==> src/charger_regs_pkg.sv <==
package charger_regs_pkg;

    // ------------------------------------------------------------
    // Register map
    // ------------------------------------------------------------
    localparam logic [7:0] DEAD_BATT_CURRENT_OFFSET = 8'h14;
    localparam logic [7:0] RECHARGE_REG_VOLT_OFFSET = 8'h15;
    localparam int ADDR_W = 8;
    localparam int DATA_W = 8;

    // ------------------------------------------------------------
    // Field layout
    // ------------------------------------------------------------
    localparam int CODE_W = 6;
    localparam int CODE_LSB = 0;
    localparam int CODE_MSB = 5;
    localparam int RECHARGE_SEL_BIT = 6;
    localparam int RSVD_BIT = 7;

    // ------------------------------------------------------------
    // Reset values
    // ------------------------------------------------------------
    localparam logic [7:0] DEAD_BATT_CURRENT_RESET = 8'h04;
    localparam logic [7:0] RECHARGE_REG_VOLT_RESET = 8'h1e;
    localparam logic [7:0] UNMAPPED_READ_VALUE = 8'h00;

    // ------------------------------------------------------------
    // Analog scaling of the codes
    // ------------------------------------------------------------
    localparam int MA_W = 6;
    localparam int RECHARGE_MV_W = 8;
    localparam int VREG_MV_W = 13;
    localparam logic [12:0] VREG_BASE_MV = 13'h0e10;
    localparam logic [12:0] VREG_STEP_MV = 13'h0014;
    localparam logic [12:0] VREG_MAX_MV = 13'h11f8;
    localparam logic [5:0] VREG_SAT_CODE = 6'h32;
    localparam logic [7:0] RECHARGE_LOW_DROP_MV = 8'h8c;
    localparam logic [7:0] RECHARGE_HIGH_DROP_MV = 8'hf0;
    localparam logic [5:0] DEAD_MA_RESET = 6'h04;
    localparam logic [12:0] VREG_MV_RESET = 13'h1068;

endpackage

==> src/charger_code_decode.sv <==
`timescale 1ns/1ps
`default_nettype none

module charger_code_decode (
    // Codes from the register bank
    input wire logic [charger_regs_pkg::CODE_W-1:0] dead_batt_current_code,
    input wire logic recharge_threshold_sel,
    input wire logic [charger_regs_pkg::CODE_W-1:0] vbat_reg_code,
    // Physical values for the analog loop
    output logic [charger_regs_pkg::MA_W-1:0] dead_batt_ma,
    output logic [charger_regs_pkg::RECHARGE_MV_W-1:0] recharge_drop_mv,
    output logic [charger_regs_pkg::VREG_MV_W-1:0] vbat_reg_mv
);
    import charger_regs_pkg::*;

    // ------------------------------------------------------------
    // Code to value mapping
    // ------------------------------------------------------------
    // Dead battery current is one milliamp per code
    assign dead_batt_ma = dead_batt_current_code;

    // Recharge drop below the regulation voltage
    assign recharge_drop_mv = recharge_threshold_sel ? RECHARGE_HIGH_DROP_MV
                                                     : RECHARGE_LOW_DROP_MV;

    // Linear ramp, upper codes clamp so a stray code cannot overcharge
    always_comb begin
        if (vbat_reg_code >= VREG_SAT_CODE) begin
            vbat_reg_mv = VREG_MAX_MV;
        end else begin
            vbat_reg_mv = VREG_BASE_MV + VREG_STEP_MV * {7'h00, vbat_reg_code};
        end
    end

endmodule // charger_code_decode

`default_nettype wire

==> src/charger_voltage_current_regs.sv <==
`timescale 1ns/1ps
`default_nettype none

module charger_voltage_current_regs (
    // Clock and reset
    input wire logic sys_clk,
    input wire logic rst_b,
    // Register port from the serial interface logic
    input wire logic reg_wr_en,
    input wire logic reg_rd_en,
    input wire logic [charger_regs_pkg::ADDR_W-1:0] reg_addr,
    input wire logic [charger_regs_pkg::DATA_W-1:0] reg_wr_data,
    output logic [charger_regs_pkg::DATA_W-1:0] reg_rd_data,
    output logic reg_rd_valid,
    output logic reg_wr_refused,
    // Lock state and neighbouring field
    input wire logic charger_write_lock,
    input wire logic [charger_regs_pkg::CODE_W-1:0] precharge_current_code,
    // Settings for the analog charger loop
    output logic [charger_regs_pkg::CODE_W-1:0] dead_batt_current_code,
    output logic recharge_threshold_sel,
    output logic [charger_regs_pkg::CODE_W-1:0] vbat_reg_code,
    output logic [charger_regs_pkg::MA_W-1:0] dead_batt_ma,
    output logic [charger_regs_pkg::RECHARGE_MV_W-1:0] recharge_drop_mv,
    output logic [charger_regs_pkg::VREG_MV_W-1:0] vbat_reg_mv,
    output logic dead_above_precharge
);
    import charger_regs_pkg::*;

    // ------------------------------------------------------------
    // Register map summary
    // ------------------------------------------------------------
    // Current register 14h, bits 5:0: dead battery code, reset 04h, 1 mA a step
    // Current register 14h, bits 7:6: spare, reset 0, stored and read back only
    // Voltage register 15h, bits 5:0: regulation code, reset 1Eh
    // Voltage register 15h, bit 6: recharge drop select, reset 0
    // Voltage register 15h, bit 7: spare, reset 0, stored and read back only
    // Both offsets share one write lock and one refusal flag
    // Decoded values trail the stored codes by one clock
    // Other offsets: writes ignored, reads return zero

    // ------------------------------------------------------------
    // State
    // ------------------------------------------------------------
    // Whole register image, one flop set
    typedef struct packed {
        logic [DATA_W-1:0] dead_current;
        logic [DATA_W-1:0] recharge_volt;
        logic [DATA_W-1:0] rd_data;
        logic rd_valid;
        logic wr_refused;
        logic [MA_W-1:0] dead_ma;
        logic [RECHARGE_MV_W-1:0] drop_mv;
        logic [VREG_MV_W-1:0] vreg_mv;
        logic over_precharge;
    } state_t;

    localparam state_t STATE_RESET = '{
        dead_current: DEAD_BATT_CURRENT_RESET,
        recharge_volt: RECHARGE_REG_VOLT_RESET,
        rd_data: UNMAPPED_READ_VALUE,
        rd_valid: 1'b0,
        wr_refused: 1'b0,
        dead_ma: DEAD_MA_RESET,
        drop_mv: RECHARGE_LOW_DROP_MV,
        vreg_mv: VREG_MV_RESET,
        over_precharge: 1'b0
    };

    // Register image and its next value
    state_t state_reg;
    state_t state_next;

    // Address hits and decoded values
    logic hit_dead;
    logic hit_recharge;
    logic [MA_W-1:0] dec_dead_ma;
    logic [RECHARGE_MV_W-1:0] dec_drop_mv;
    logic [VREG_MV_W-1:0] dec_vreg_mv;

    // Write qualifiers and stored field views
    logic wr_to_bank;
    logic wr_block;
    logic wr_accept;
    logic dead_wr_accept;
    logic volt_wr_accept;
    logic [CODE_W-1:0] stored_dead_code;
    logic stored_recharge_sel;
    logic [CODE_W-1:0] stored_vreg_code;
    logic [DATA_W-1:0] rd_word;
    logic dead_gt_precharge;

    // ------------------------------------------------------------
    // Address decode
    // ------------------------------------------------------------
    assign hit_dead = (reg_addr == DEAD_BATT_CURRENT_OFFSET);
    assign hit_recharge = (reg_addr == RECHARGE_REG_VOLT_OFFSET);

    // ------------------------------------------------------------
    // Write qualification
    // ------------------------------------------------------------
    // Only the two charger offsets are guarded; others fall through untouched
    assign wr_to_bank = reg_wr_en && (hit_dead || hit_recharge);
    // Lock high closes both offsets for the whole write cycle
    assign wr_block = wr_to_bank && charger_write_lock;
    assign wr_accept = wr_to_bank && !charger_write_lock;
    // One target per write, the two hits are exclusive
    assign dead_wr_accept = wr_accept && hit_dead;
    assign volt_wr_accept = wr_accept && hit_recharge;

    // ------------------------------------------------------------
    // Stored field views
    // ------------------------------------------------------------
    // Spare bits stay out of every view, so they steer nothing
    assign stored_dead_code = state_reg.dead_current[CODE_MSB:CODE_LSB];
    assign stored_recharge_sel = state_reg.recharge_volt[RECHARGE_SEL_BIT];
    assign stored_vreg_code = state_reg.recharge_volt[CODE_MSB:CODE_LSB];

    // ------------------------------------------------------------
    // Read selection
    // ------------------------------------------------------------
    // Unmapped offsets answer zero so a host scan sees clean gaps
    assign rd_word = hit_dead ? state_reg.dead_current
                   : hit_recharge ? state_reg.recharge_volt
                   : UNMAPPED_READ_VALUE;

    // ------------------------------------------------------------
    // Advisory compare
    // ------------------------------------------------------------
    // Host misuse is only flagged; clamping would hide the host's intent
    assign dead_gt_precharge = (stored_dead_code > precharge_current_code);

    // ------------------------------------------------------------
    // Code decode
    // ------------------------------------------------------------
    // Decoded values come from the stored codes, so they lag a write by one clock
    charger_code_decode u_decode (
        .dead_batt_current_code(stored_dead_code),
        .recharge_threshold_sel(stored_recharge_sel),
        .vbat_reg_code(stored_vreg_code),
        .dead_batt_ma(dec_dead_ma),
        .recharge_drop_mv(dec_drop_mv),
        .vbat_reg_mv(dec_vreg_mv)
    );

    // ------------------------------------------------------------
    // Next state
    // ------------------------------------------------------------
    // A read in the same cycle as a write returns the value before the write
    always_comb begin
        state_next = state_reg;
        // Read answer pulses one clock after the strobe
        state_next.rd_valid = reg_rd_en;
        // Refusal pulses for one clock and stores nothing
        state_next.wr_refused = wr_block;

        // Writes land only while the lock is open
        if (dead_wr_accept) begin
            state_next.dead_current = reg_wr_data;
        end
        if (volt_wr_accept) begin
            // All eight bits stored, bit 7 included but unused
            state_next.recharge_volt = reg_wr_data;
        end

        // Read data holds between reads
        if (reg_rd_en) begin
            state_next.rd_data = rd_word;
        end

        // Register the decoded settings so the analog side sees clean levels
        state_next.dead_ma = dec_dead_ma;
        state_next.drop_mv = dec_drop_mv;
        state_next.vreg_mv = dec_vreg_mv;

        // Advisory only: the device still honours whatever the host wrote
        state_next.over_precharge = dead_gt_precharge;
    end

    // ------------------------------------------------------------
    // State register
    // ------------------------------------------------------------
    always_ff @(posedge sys_clk or negedge rst_b) begin
        if (!rst_b) begin
            state_reg <= STATE_RESET;
        end else begin
            state_reg <= state_next;
        end
    end

    // ------------------------------------------------------------
    // Outputs
    // ------------------------------------------------------------
    // Register port answers
    assign reg_rd_data = state_reg.rd_data;
    assign reg_rd_valid = state_reg.rd_valid;
    assign reg_wr_refused = state_reg.wr_refused;

    // Raw codes straight from storage
    assign dead_batt_current_code = stored_dead_code;
    assign recharge_threshold_sel = stored_recharge_sel;
    assign vbat_reg_code = stored_vreg_code;

    // Registered physical values
    assign dead_batt_ma = state_reg.dead_ma;
    assign recharge_drop_mv = state_reg.drop_mv;
    assign vbat_reg_mv = state_reg.vreg_mv;

    // Advisory flag, the host keeps the final say
    assign dead_above_precharge = state_reg.over_precharge;

endmodule // charger_voltage_current_regs

`default_nettype wire

==> config.mk <==
export PLATFORM = sky130hd
export DESIGN_NAME = charger_voltage_current_regs
export DESIGN_NICKNAME = d
export VERILOG_FILES = /design/src/charger_regs_pkg.sv /design/src/charger_code_decode.sv /design/src/charger_voltage_current_regs.sv
export SDC_FILE = /design/constraint.sdc
export NUM_CORES = 1
export LEC_CHECK = 0
export BUFFER_PORTS_ARGS = -buffer_cell sky130_fd_sc_hd__buf_2
export CAP_MARGIN = 20
export CORE_ASPECT_RATIO = 0.75
export CORE_MARGIN = 2
export CORE_UTILIZATION = 57
export DETAILED_ROUTE_END_ITERATION = 6
export GPL_TIMING_DRIVEN = 1
export PLACE_DENSITY = 0.95
export SYNTH_ARGS = -nofsm -noshare
export SYNTH_HDL_FRONTEND = slang
export SYNTH_HIERARCHICAL = 1
export SYNTH_SLANG_ARGS = --single-unit
==> constraint.sdc <==
create_clock -name sys_clk -period 4.62 [get_ports sys_clk]
set_input_delay 0.462 -clock sys_clk [delete_from_list [all_inputs] [get_ports sys_clk]]
set_output_delay 0.462 -clock sys_clk [all_outputs]
set_load 0.03 [all_outputs]
# Yosys cells after proc, flatten, opt, wreduce, memory -nomap -nowiden
# Cells that the tools add are included.
# word_totals
in_bits	27
romBits	0
elab_cells	26
out_inout_bits	51
latch_bits	0
reg_bits	54
mem_bits_rw	0
n_memories	0
# classes
n_eq_ne	2
n_shift	0
reduce_logical	7
multipliers	1
order_cmp	2
addsub	1
n_mux	4
bitwise_logic	0
div_mod_pow	0
# op_table
cell	n
equality test 8 x 5 -> 1 bit (second input constant)	2
2-to-1 mux 8 bit	2
adder 12 x 11 -> 13 bit (first input constant)	1
2-to-1 mux 13 bit	1
multiplier 3 x 6 -> 9 bit (first input constant)	1
2-to-1 mux 7 bit	1
greater-or-equal comparator 6 bit (second input constant)	1
greater-than comparator 6 bit	1
logical AND 1 bit	5
zero test 1 bit	1
logical OR 1 bit	1

# Depth between registers and ports, before layout
# Gate-level depths: netlist of run 1.
# depth
ltp_word	5
depth_mapped	9

# Hierarchy
# Netlist of run 1, hierarchy kept.
# by_module_without_submodules
mod	n_inst	cells_each	area_per_inst_um2
charger_voltage_current_regs	1	174	2374.8
charger_code_decode	1	64	510.5

# Least setup slack after synthesis of run 1
# OpenSTA, ideal clock, no wires.
# synth_timing
kind	reg-to-reg
from	reg state_reg, in the netlist vbat_reg_code[3]
to	reg state_reg, in the netlist vbat_reg_mv[9]
setup_time_ps	118
arrival_ps	2286
stages_incl_launch_ff	9
t_required_ps	4502
path_slack_ps	2216
period_less_slack_ps	2404
cell_sequence	dfstp_2 -> ha_1 -> ha_1 -> inv_1 -> fa_1 -> nand3b_1 -> nor4_1 -> xor2_1 -> nor2_1
# synth_via
elab_chain_len	3
word_cells_on_any_way	4
classes_between	1 x add/sub; 1 x mul; 1 x order compare; 1 x mux
# synth_rtl
element	line_no	rtl
from (decl)	charger_voltage_current_regs.sv:71	state_t state_reg;
from (signal assigned)	charger_voltage_current_regs.sv:187	state_reg <= state_next;
multiplier 3 x 6 -> 9 bit	charger_code_decode.sv:31	vbat_reg_mv = VREG_BASE_MV + VREG_STEP_MV * {7'h00, vbat_reg_code};
adder 12 x 11 -> 13 bit	charger_code_decode.sv:31	
2-to-1 mux 13 bit *	charger_code_decode.sv:28	if (vbat_reg_code >= VREG_SAT_CODE) begin
named net dec_vreg_mv[9]	charger_voltage_current_regs.sv:79	logic [VREG_MV_W-1:0] dec_vreg_mv;
# The timed path passes the listed nets; every way through them passes the cells marked *.
# A chain may end at the register's enable or synchronous reset.

# Worst setup path in the final report of run 1
# layout_timing
from	reg state_reg, in the netlist vbat_reg_code[2]
to	reg state_reg, in the netlist vbat_reg_mv[10]
# Same word-level chain as after synthesis.

==> impl_results.md, run 1 <==
* Max FFs per register at 13
* Critical Path Sink: vbat_reg_mv[10]$_DFF_PN0_
* First-pass GRT wire length at approximately 8000 µm
* Netlist area before placement at a little under 3000 µm²
* GRT Residual Overflow at 0
* Vias per cell at around 5
* Final ANT Viol Nets at 0
* P&R area growth vs syn at 2.86%
* Slowest Stage Delay on Critical Path at around 0.64 ns
* Die height at ~66 µm
* Most used DFF post-synth: dfrtp_1
* Crit path depth at 9
* GRT Util Overall at 18.4%
* Drc violations at 0
* CTS buffer count at 5
* Initial drt markers at 42
* Worst VDD drop at ~0.00017 V
* Sequential fraction of the synthesis area at between 40% and 50%
* Clk root buf: clkbuf_8
* Worst Path Arrival at around 2.8 ns
* Fin Clk Skew at approximately 0.0071 ns
* Vias at around 1600
* PortBufs at 77
* CTS max path bufs at 2
* Switching Power at 209 µW
* Hold Path Class: in -> async
* Maxcap violations at 0
* Syn avg cell area at 12.1 µm²
* Fmax at approximately 390 MHz
* Pwr dens at between 200 and 300 nW/µm²
* Top cell family by delay on the critical path: simple AND/OR/NAND/NOR gates
* Minimum clock period at 2.58 ns
* Drt pass-1 iters at 4
* Comb pwr share at between 10 and 15%
* Count leader, synth: buf_4
* WL/cell at 14.7 µm
* Yosys top cell area share at 35.6%
* Most instantiated cells after synthesis: buf_4 (62), dfrtp_1 (41), inv_1 (21)
* Static leakage at roughly 1.6 nW
* Syn. warnings at 6
* Number of hold violations in the final report at 0
* Clock power frac at 30.6%
* Cell-internal power at ~640 µW
* Post-DP HPWL at 3500 µm
* R2R depth at 9
* Die ar. at around 5700 µm²
* Initial antenna violation count at 0
* Setup TNS at 0 ns
* Clk sink count at 54
* Crit path capture type: flip-flop
* Outcome: complete, no violations
* Required @ worst endpoint at 4.86 ns
* Slew @ Worst Pin at approximately 0.84 ns
* Post-CTS Resized at 0
* H-tree depth at 2
* # hold bufs at CTS at 0
* Register share of total power at 58.3%
* Slew HR at between 40% and 50%
* WP buf/inv at 1
* Critical path type: reg -> reg
* Startpoint Class: flip-flop
* Clk slew on worst S/H paths at 0.09 ns
* Slew Limit Fails at 0
* Crit share post-route at 55.9%
* Final setup fails at 0
* Fillers at 415
* Async SR Flop Fraction at 100%
* Cell count after synthesis at ~240
* Critical Path Most Common Cell: ha_1
* EDFF count, synth at 0
* Sw Share at around a quarter
* Row count at 22
* Share of cells above drive strength 1 at between 40% and 50%
* Reg2reg end: vbat_reg_mv[10]$_DFF_PN0_
* CP startpoint: vbat_reg_code[2]$_DFFE_PN1P_
* Area contributors post-synth: dfrtp_1 (36%), buf_4 (16%), dfstp_2 (12%), mux2_4 (8.3%), ha_1 (6.5%)
* Cell taking the most area after synthesis: dfrtp_1
* Final Net Count at 303
* RSZ-0062 raised after global routing: no
* Post-CTS Setup Repair Bufs at 0
* Core Region at a little under 5000 µm²
* Total Wirelength at about 4700 µm
* Ports at just under 80
* Worst-path maximum fanout at 6
* Yosys cell types at 42
* Clock Latency Late Sink at about 0.3 ns
* Starting density of the core at approximately 59%
* N_diodes at 0
* Reg-to-reg startpoint: vbat_reg_code[2]$_DFFE_PN1P_
* Largest net degree at the start of global routing at 55
* Vias in the first global route at approximately 1600
* GP Congestion at about 0.76
* TritonCTS clock tree: yes
* CP Cell Sequence: ha_1, ha_1, inv_1, fa_1, nand2b_1, a21oi_1, xor2_1, or4_4, nand2_2
* FF+latch count, synth at 54
* Cell area after layout at ~3000 µm²
* Placed inst area at between 2000 and 3000 µm²
* FF-to-FF setup slack at 2.04 ns
* Die Width at 86.2 µm
* Crit path max-delay cell type: dfstp_2
final cells by class:
| type | instances | area, µm² | area share, % |
|---|---|---|---|
| Tap cell | 60 | 75.1 | 2.53 |
| Multi-Input combinational cell | 100 | 962 | 32.4 |
| Clock inverter | 1 | 5.00 | 0.169 |
| Timing Repair Buffer | 78 | 393 | 13.2 |
| Clock buffer | 7 | 86.3 | 2.91 |
| Inverter | 21 | 78.8 | 2.66 |
| Sequential cell | 54 | 1370 | 46.1 |
logic make-up (layout without fill, tap and decap cells):
family	Yosys count	in the layout	synth area share [%]
flip-flops	54	54	47.4
buffers and inverters	87	107	19.6
XOR/XNOR	5	5	1.52
other	2	5	0.260
adder cells (fa/ha/maj)	16	16	7.20
multiplexers	24	24	11.1
AND/OR/NAND/NOR	30	30	7.28
AO/OA/AOI/OAI	20	20	5.59
worst min path at each step:
stage / slack (ns) / end / from / cells after the start
floorplan: 0.17 / dead_above_precharge$_DFF_PN0_ / rst_b / 0
global placement: 0.39 / dead_batt_ma[2]$_DFF_PN1_ / dead_batt_current_code[2]$_DFFE_PN1P_ / 0
detailed placement: 0.39 / dead_batt_ma[2]$_DFF_PN1_ / dead_batt_current_code[2]$_DFFE_PN1P_ / 0
CTS: 0.28 / dead_batt_ma[5]$_DFF_PN0_ / rst_b / 2
global route: 0.32 / dead_batt_ma[5]$_DFF_PN0_ / rst_b / 2
finish: 0.26 / dead_batt_ma[5]$_DFF_PN0_ / rst_b / 2
worst register-to-register path, cell delays in order (launching register included):
cell and delay [ns]:
dfstp_2 0.64, ha_1 0.18, ha_1 0.18, inv_1 0.06, fa_1 0.39, nand2b_1 0.17, a21oi_1 0.16, xor2_1 0.15
or4_4 0.52, nand2_2 0.08
power by group through the flow:
stage / sequential [mW] / clock (mW) / combinational, mW
2_1_floorplan: 0.506 / 0 / 0.0769
5_1_grt: 0.500 / 0.293 / 0.105
6_report: 0.498 / 0.262 / 0.0945
3_5_place_dp: 0.507 / 0 / 0.0955
3_3_place_gp: 0.506 / 0 / 0.0935
4_1_cts: 0.498 / 0.272 / 0.0961
cell usage in the layout (no fill, tap or decap), types with 2 or more instances in the layout:
master	synthesis	routed
ha_1	15	15
nor4_1	3	3
o22ai_1	8	8
clkbuf_8	0	6
mux2i_1	8	8
inv_1	21	21
nand2b_1	4	4
dfstp_2	13	13
buf_2	0	77
xor2_1	4	4
nand2_1	4	4
nor2_1	4	4
or2b_1	2	2
mux2_4	16	16
a21oi_1	3	3
dfrtp_1	41	41
conb_1	2	5
routing by layer:
metal  vias up  GRT usage, %  part of all wire, %
met5         -             0                    0
met4         0          5.56                 0.72
met3         2          4.65                  5.7
met2        51          31.1                   49
met1       784          23.5                   44
li1        772             -                    -
per-stage QoR:
step | setup WS, ns | std cells | utilization [%] | hold WS, ns | power [mW]
floorplan | 2.22 | 241 | - | 0.166 | 0.583
global placement | 2.14 | 313 | 59.0 | 0.387 | 0.599
detailed placement | 2.05 | 313 | 59.0 | 0.386 | 0.602
CTS | 2.03 | 321 | 60.9 | 0.283 | 0.866
global route | 1.91 | 321 | 60.9 | 0.322 | 0.898
finish | 2.04 | 321 | 60.9 | 0.263 | 0.854
(Power assumes the default switching activity.)
==> run 2, diff against run 1 <==
--- a/config.mk
+++ b/config.mk
@@ -9,10 +9,10 @@
 export CAP_MARGIN = 20
 export CORE_ASPECT_RATIO = 0.75
 export CORE_MARGIN = 2
-export CORE_UTILIZATION = 57
+export CORE_UTILIZATION = 48
 export DETAILED_ROUTE_END_ITERATION = 6
 export GPL_TIMING_DRIVEN = 1
-export PLACE_DENSITY = 0.95
+export PLACE_DENSITY = 0.86
 export SYNTH_ARGS = -nofsm -noshare
 export SYNTH_HDL_FRONTEND = slang
 export SYNTH_HIERARCHICAL = 1
==> constraint.sdc (replaced) <==
create_clock -name sys_clk -period 2.34 [get_ports sys_clk]
set_input_delay 0.234 -clock sys_clk [delete_from_list [all_inputs] [get_ports sys_clk]]
set_output_delay 0.234 -clock sys_clk [all_outputs]
set_load 0.03 [all_outputs]
==> run 2 against run 1 <==
Non-clock buffer count increased by 25. Largest cell class unchanged. Combinational power increased by 140%. The flow now finishes with violations (setup timing). Hold slack got worse by 0.090 ns. First-iteration DRC count increased by 29%. Global-route usage decreased by 1.8 points. Die area increased by 18%.
==> impl_results.md, run 2 (synthesis results as in run 1) <==
* Outcome: complete, but fails checks (was complete, no violations)
* Failing checks: setup timing
* Clock Latency Late Sink at 0.30 ns (about the same)
* WL/cell at 14.7 µm (about the same)
* Setup ws final at -0.0322 ns (was 2.04 ns)
* Worst VDD drop at 0.000322 V (was 0.000169 V)
* Final setup fails at 3 (was 0)
* Pwr dens at 506 nW/µm² (was 288 nW/µm²)
* Share of cells above drive strength 1 at 56.6% (was 46.7%)
* Starting density of the core at 49.8% (was 59.2%)
* Slew Limit Fails at 0 (unchanged)
* Clk sink count at 54 (unchanged)
* Vias at 1720 (was 1609)
* WP buf/inv at 3 (was 1)
* Clock power frac at 29.2% (was 30.6%)
* Final Net Count at 328 (was 303)
* Slew @ Worst Pin at 0.542 ns (was 0.842 ns)
* Hold Path Class: in -> reg (was in -> async)
* PortBufs at 77 (unchanged)
* Ports at 78 (unchanged)
* Vias per cell at 4.73 (was 5.01)
* GP Congestion at 0.859 (was 0.763)
* Largest net degree at the start of global routing at 25 (was 55)
* H-tree depth at 2 (unchanged)
* Initial antenna violation count at 0 (unchanged)
* Initial drt markers at 54 (was 42)
* CTS buffer count at 5 (unchanged)
* Number of hold violations in the final report at 0 (unchanged)
* Fin Clk Skew at 0.00369 ns (was 0.00712 ns)
* Clk slew on worst S/H paths at 0.09 ns (about the same)
* Crit path capture type: flip-flop (unchanged)
* Non-filler cells in the finished layout at 364 (was 321)
* Comb pwr share at 13.2% (was 11.1%)
* Maxcap violations at 0 (unchanged)
* Worst-path maximum fanout at 4 (was 6)
* Post-DP HPWL at 3750 µm (was 3500 µm)
* Crit path max-delay cell type: dfstp_2 (unchanged)
* Register share of total power at 57.6% (was 58.3%)
* Drc violations at 0 (unchanged)
* P&R area growth vs syn at 16.4% (was 2.86%)
* Most frequent cells in the layout: buf_2 (77), dfrtp_1 (41), buf_4 (25) (was buf_2 (77), dfrtp_1 (41), inv_1 (21))
* Vias in the first global route at 1755 (was 1609)
* Die height at 71.1 µm (was 65.6 µm)
* Reg2reg end: vbat_reg_mv[7]$_DFF_PN0_ (was vbat_reg_mv[10]$_DFF_PN0_)
* Total Wirelength at 5340 µm (was 4720 µm)
* GRT Residual Overflow at 0 (unchanged)
* Max FFs per register at 13 (unchanged)
* Cell-internal power at 1.27 mW (was 645 µW)
* N_diodes at 0 (unchanged)
* Clk root buf: clkbuf_8 (unchanged)
* Core Region at 5800 µm² (was 4870 µm²)
* Slowest Stage Delay on Critical Path at 0.59 ns (was 0.64 ns)
* Die Width at 93.5 µm (was 86.2 µm)
* Row count at 24 (was 22)
* Critical path type: reg -> reg (unchanged)
* Slew HR at 63.9% (was 43.4%)
* Switching Power at 433 µW (was 209 µW)
* GRT Util Overall at 16.6% (was 18.4%)
* Minimum clock period at 2.37 ns (was 2.58 ns)
* Setup WS pre-CTS at -0.0836 ns (was 2.05 ns)
* Worst Path Arrival at 2.57 ns (was 2.83 ns)
* Fmax at 422 MHz (was 387 MHz)
* Die ar. at 6650 µm² (was 5650 µm²)
* Final ANT Viol Nets at 0 (unchanged)
* CTS max path bufs at 2 (unchanged)
* Min-delay src: reg_wr_data[5]
* R2R depth at 9 (unchanged)
* Static leakage at 1.73 nW (was 1.59 nW)
* Min-Delay Path Depth at 2
* WHS Endpoint: vbat_reg_code[5]$_DFFE_PN0P_
* TritonCTS clock tree: yes (unchanged)
* Startpoint Class: flip-flop (unchanged)
* FF-to-FF setup slack at -0.03 ns (was 2.04 ns)
* CP Cell Sequence: ha_4, ha_4, inv_2, fa_2, nand3b_1, buf_4, buf_4, xnor2_2, nand2_1 (was ha_1, ha_1, inv_1, fa_1, nand2b_1, a21oi_1, xor2_1, or4_4, nand2_2)
* Crit share post-route at 101% (was 55.9%)
* First-pass GRT wire length at 8400 µm (was 7800 µm)
* RSZ-0062 raised after global routing: yes (was no)
* Top cell family by delay on the critical path: adder cells (was simple AND/OR/NAND/NOR gates)
* Commonest non-fill, non-tap cell in the layout: buf_2 (unchanged)
* Required @ worst endpoint at 2.53 ns (was 4.86 ns)
* Drt pass-1 iters at 4 (unchanged)
* Placed instance count at 346 (was 313)
* Sw Share at 25.5% (was 24.5%)
* Reg-to-reg startpoint: vbat_reg_code[3]$_DFFE_PN1P_ (was vbat_reg_code[2]$_DFFE_PN1P_)
-- run 2: worst register-to-register path: cells and delay by family (launching register included) --
| kind | cells | cell delay (ns) |
|---|---|---|
| adders and majority gates | 3 | 0.82 |
| xor gates and xnor gates | 1 | 0.14 |
| and+or+nand+nor | 2 | 0.35 |
| DFF | 1 | 0.59 |
| buffers and inverters | 3 | 0.37 |
-- run 2: layout make-up --
type | instances | area (µm²)
Clock buffer | 7 | 76.3
Clock inverter | 1 | 7.51
Fill cell | 463 | 2440
Inverter | 21 | 78.8
Multi-Input combinational cell | 100 | 1150
Sequential cell | 54 | 1370
Tap cell | 78 | 97.6
Timing Repair Buffer | 103 | 583
-- run 2: metrics by stage --
stage | hold slack [ns] | total power, mW | util (%) | TNS [ns] | area, µm²
2_1_floorplan | -0.0616 | 1.15 | - | 0 | 2940
3_3_place_gp | 0.253 | 1.20 | 52.7 | 0 | 3050
3_5_place_dp | 0.248 | 1.20 | 52.7 | -0.133 | 3050
4_1_cts | 0.164 | 1.71 | 56.0 | -0.0105 | 3250
5_1_grt | 0.155 | 1.78 | 58.0 | -0.373 | 3360
6_report | 0.172 | 1.70 | 58.0 | -0.0339 | 3360
-- run 2: routing by layer --
metal | up-vias | track usage [%] | share of wire (%) | wire length [µm]
met5 | - | 0 | 0 | 0
li1 | 813 | - | - | -
met3 | 6 | 4.05 | 5.8 | 307
met1 | 846 | 21.1 | 43 | 2280
met2 | 55 | 28.1 | 51 | 2700
met4 | 0 | 5.23 | 0.86 | 46
-- run 2: what timing repair did --
item                                    in CTS  in global routing
resized for setup                            8                 11
endpoints found under the setup margin       3                  4
setup buffers                                6                  3
hold buffers                                 1                  0
endpoints found under the hold margin       15                  0
pin swaps                                    8                 10
-- run 2: worst max-delay path by stage --
stage / from / end / cells after the start
4_1_cts: vbat_reg_code[3]$_DFFE_PN1P_ / vbat_reg_mv[9]$_DFF_PN0_ / 8
3_3_place_gp: vbat_reg_code[3]$_DFFE_PN1P_ / vbat_reg_mv[9]$_DFF_PN0_ / 8
3_5_place_dp: vbat_reg_code[3]$_DFFE_PN1P_ / vbat_reg_mv[10]$_DFF_PN0_ / 8
5_1_grt: vbat_reg_code[3]$_DFFE_PN1P_ / vbat_reg_mv[7]$_DFF_PN0_ / 9
6_report: vbat_reg_code[3]$_DFFE_PN1P_ / vbat_reg_mv[7]$_DFF_PN0_ / 9
2_1_floorplan: vbat_reg_code[2]$_DFFE_PN1P_ / vbat_reg_mv[10]$_DFF_PN0_ / 9
-- run 2: power groups by stage --
stage / clock network, mW / logic (mW) / registers [mW]
6_report: 0.497 / 0.224 / 0.979
3_5_place_dp: 0 / 0.205 / 0.995
5_1_grt: 0.557 / 0.244 / 0.982
2_1_floorplan: 0 / 0.154 / 1.00
4_1_cts: 0.516 / 0.213 / 0.978
3_3_place_gp: 0 / 0.201 / 0.994
==> run 3, diff against run 2 <==
==> constraint.sdc (replaced) <==
create_clock -name sys_clk -period 2.1 [get_ports sys_clk]
set_input_delay 0.21 -clock sys_clk [delete_from_list [all_inputs] [get_ports sys_clk]]
set_output_delay 0.21 -clock sys_clk [all_outputs]
set_load 0.03 [all_outputs]
==> run 3 against run 2 <==
The run still ends with setup timing left. Register-to-register slack worse by 0.15 ns. Critical endpoint is now vbat_reg_mv[10]$_DFF_PN0_. Sequential share of layout area is 0.64 points lower. Design area is 1.6% higher. Largest power group unchanged. Critical path depth stayed put. Global-route usage is 0.13 points higher. Flip-flop and latch count stayed put.
==> impl_results.md, run 3 (synthesis results as in run 1) <==
* Commonest non-fill, non-tap cell in the layout: buf_2 (unchanged)
* Slew Limit Fails at 0 (unchanged)
* Crit path max-delay cell type: dfstp_2 (unchanged)
* PortBufs at 77 (unchanged)
* Core Region at 5800 µm² (unchanged)
* Die ar. at 6650 µm² (unchanged)
* Post-DP HPWL at 3920 µm (was 3750 µm)
* Drc violations at 0 (unchanged)
* Ports at 78 (unchanged)
* Setup WS pre-CTS at -0.179 ns (was -0.0836 ns)
* GP Congestion at 0.809 (was 0.859)
* TritonCTS clock tree: yes (unchanged)
* Required @ worst endpoint at 2.34 ns (was 2.53 ns)
* Die height at 71.1 µm (unchanged)
* Initial antenna violation count at 0 (unchanged)
* Clk sink count at 54 (unchanged)
* Static leakage at 1.75 nW (was 1.73 nW)
* Crit share post-route at 109% (was 101%)
* Row count at 24 (unchanged)
* Die Width at 93.5 µm (unchanged)
* Cell area after layout at 3410 µm² (was 3360 µm²)
* WL/cell at 14.1 µm (was 14.7 µm)
* Total Wirelength at 5120 µm (was 5340 µm)
* Final Net Count at 327 (was 328)
* Failing checks: setup timing (unchanged)
* Slew @ Worst Pin at 0.607 ns (was 0.542 ns)
* Startpoint Class: flip-flop (unchanged)
* Clk root buf: clkbuf_8 (unchanged)
* CTS max path bufs at 2 (unchanged)
* P&R area growth vs syn at 18.3% (was 16.4%)
* CTS buffer count at 5 (unchanged)
* Vias per cell at 4.60 (was 4.73)
* Vias at 1669 (was 1720)
* Pwr dens at 628 nW/µm² (was 506 nW/µm²)
* Vias in the first global route at 1744 (was 1755)
* Max FFs per register at 13 (unchanged)
* Drt pass-1 iters at 4 (unchanged)
* Slew HR at 59.6% (was 63.9%)
* H-tree depth at 2 (unchanged)
* RSZ-0062 raised after global routing: yes (unchanged)
* Number of hold violations in the final report at 0 (unchanged)
* CP Cell Sequence: ha_4, ha_4, inv_2, fa_2, nand2b_4, a21oi_4, xor2_2, or4_4, nand2_2 (was ha_4, ha_4, inv_2, fa_2, nand3b_1, buf_4, buf_4, xnor2_2, nand2_1)
* Final setup fails at 6 (was 3)
* Outcome: complete, but fails checks (unchanged)
* Minimum clock period at 2.29 ns (was 2.37 ns)
* Final core utilization at 58.9% (was 58.0%)
* Fmax at 437 MHz (was 422 MHz)
* Fillers at 481 (was 463)
* N_diodes at 0 (unchanged)
* Maxcap violations at 0 (unchanged)
* Critical Path Most Common Cell: ha_4
* Fin Clk Skew at 0.00867 ns (was 0.00369 ns)
* Final ANT Viol Nets at 0 (unchanged)
* Hold WS at 0.147 ns (was 0.172 ns)
* Overall power at 2.14 mW (was 1.70 mW)
* Starting density of the core at 49.8% (unchanged)
* Critical path type: reg -> reg (unchanged)
* Clock Latency Late Sink at 0.30 ns (about the same)
* Largest net degree at the start of global routing at 31 (was 25)
* Worst-path maximum fanout at 4 (unchanged)
* Setup ws final at -0.186 ns (was -0.0322 ns)
* Slowest Stage Delay on Critical Path at 0.60 ns (was 0.59 ns)
* First-pass GRT wire length at 8560 µm (was 8400 µm)
* GRT Residual Overflow at 0 (unchanged)
* GRT Util Overall at 16.7% (was 16.6%)
* Crit path capture type: flip-flop (unchanged)
* Initial drt markers at 29 (was 54)
* Worst VDD drop at 0.000369 V (was 0.000322 V)
* Placed inst area at 3200 µm² (was 3050 µm²)
* Share of cells above drive strength 1 at 57.9% (was 56.6%)
* Most frequent cells in the layout: buf_2 (77), dfrtp_1 (41), buf_4 (22) (was buf_2 (77), dfrtp_1 (41), buf_4 (25))
* Hold Path Class: in -> reg (unchanged)
* Clk slew on worst S/H paths at 0.10 ns (was 0.09 ns)
* Worst Path Arrival at 2.52 ns (was 2.57 ns)
## run 3: cell count changes in the layout (fill, tap and decap cells not counted), sizes merged
cell,previous run,this run
clkinvlp,1,0
bufinv,0,2
buf,102,101
clkinv,0,1
clkbuf,7,5
## run 3: per-layer routing
metal  routed length [µm]  share of wire (%)  vias to the layer above  track usage (%)
met5                    0                  0                        -                0
met4                   24               0.47                        0             3.43
met3                  267                5.2                        2             3.73
met2                 2490                 49                       51             28.5
met1                 2350                 46                      801             22.1
li1                     -                  -                      815                -
## run 3: final cells by class
cell class	instances	area (µm²)	share of cell area, %
sequential	54	1370	40.1
multi-input combinational	100	1130	33.1
timing repair buffer	102	601	17.6
tap	78	97.6	2.86
inverter	21	78.8	2.31
clock buffer	5	68.8	2.02
clock inverter	3	68.8	2.02
## run 3: path summary, 6_finish.rpt
check	startpoint	endpoint	slack, ns	cells past startpoint
hold reg to reg	dead_batt_current_code[2]$_DFFE_PN1P_	dead_batt_ma[2]$_DFF_PN1_	0.41	0
setup reg to reg	vbat_reg_code[2]$_DFFE_PN1P_	vbat_reg_mv[10]$_DFF_PN0_	-0.19	9
max in group asynchronous	rst_b	vbat_reg_mv[12]$_DFF_PN1_	1.01	3
min in group asynchronous	rst_b	vbat_reg_mv[0]$_DFF_PN0_	0.45	2
hold / removal	reg_rd_en	reg_rd_valid$_DFF_PN0_	0.15	1
setup / recovery	vbat_reg_code[2]$_DFFE_PN1P_	vbat_reg_mv[10]$_DFF_PN0_	-0.19	9
## run 3: metrics by stage
step / TNS [ns] / instances
after floorplan: -0.403 / 241
after global placement: -0.443 / 351
after detailed placement: -0.610 / 351
after CTS: -0.518 / 362
after global routing: -1.23 / 363
final: -0.665 / 363
## run 3: worst max-delay path: cells and delay by family, from the launching register on
family | cells | cell delay, ns
and+or+nand+nor | 3 | 0.73
adders and majority gates | 3 | 0.65
DFF | 1 | 0.60
AOI/OAI and AO/OA | 1 | 0.13
xor gates and xnor gates | 1 | 0.08
buffers and inverters | 1 | 0.04
## run 3: timing repair
action / in CTS / in global routing
setup endpoints to repair: 6 / 6
buffers inserted: 2 / 2
pin swaps: 3 / 2
hold buffers: 1 / 0
gates cloned: 0 / 0
hold endpoints to repair: 20 / 0
resized for setup: 3 / 3
## run 3: where the power goes
part	internal, mW	total (mW)	switching, mW
sequential	1.08	1.09	0.0151
combinational	0.0990	0.248	0.149
clock	0.477	0.804	0.327
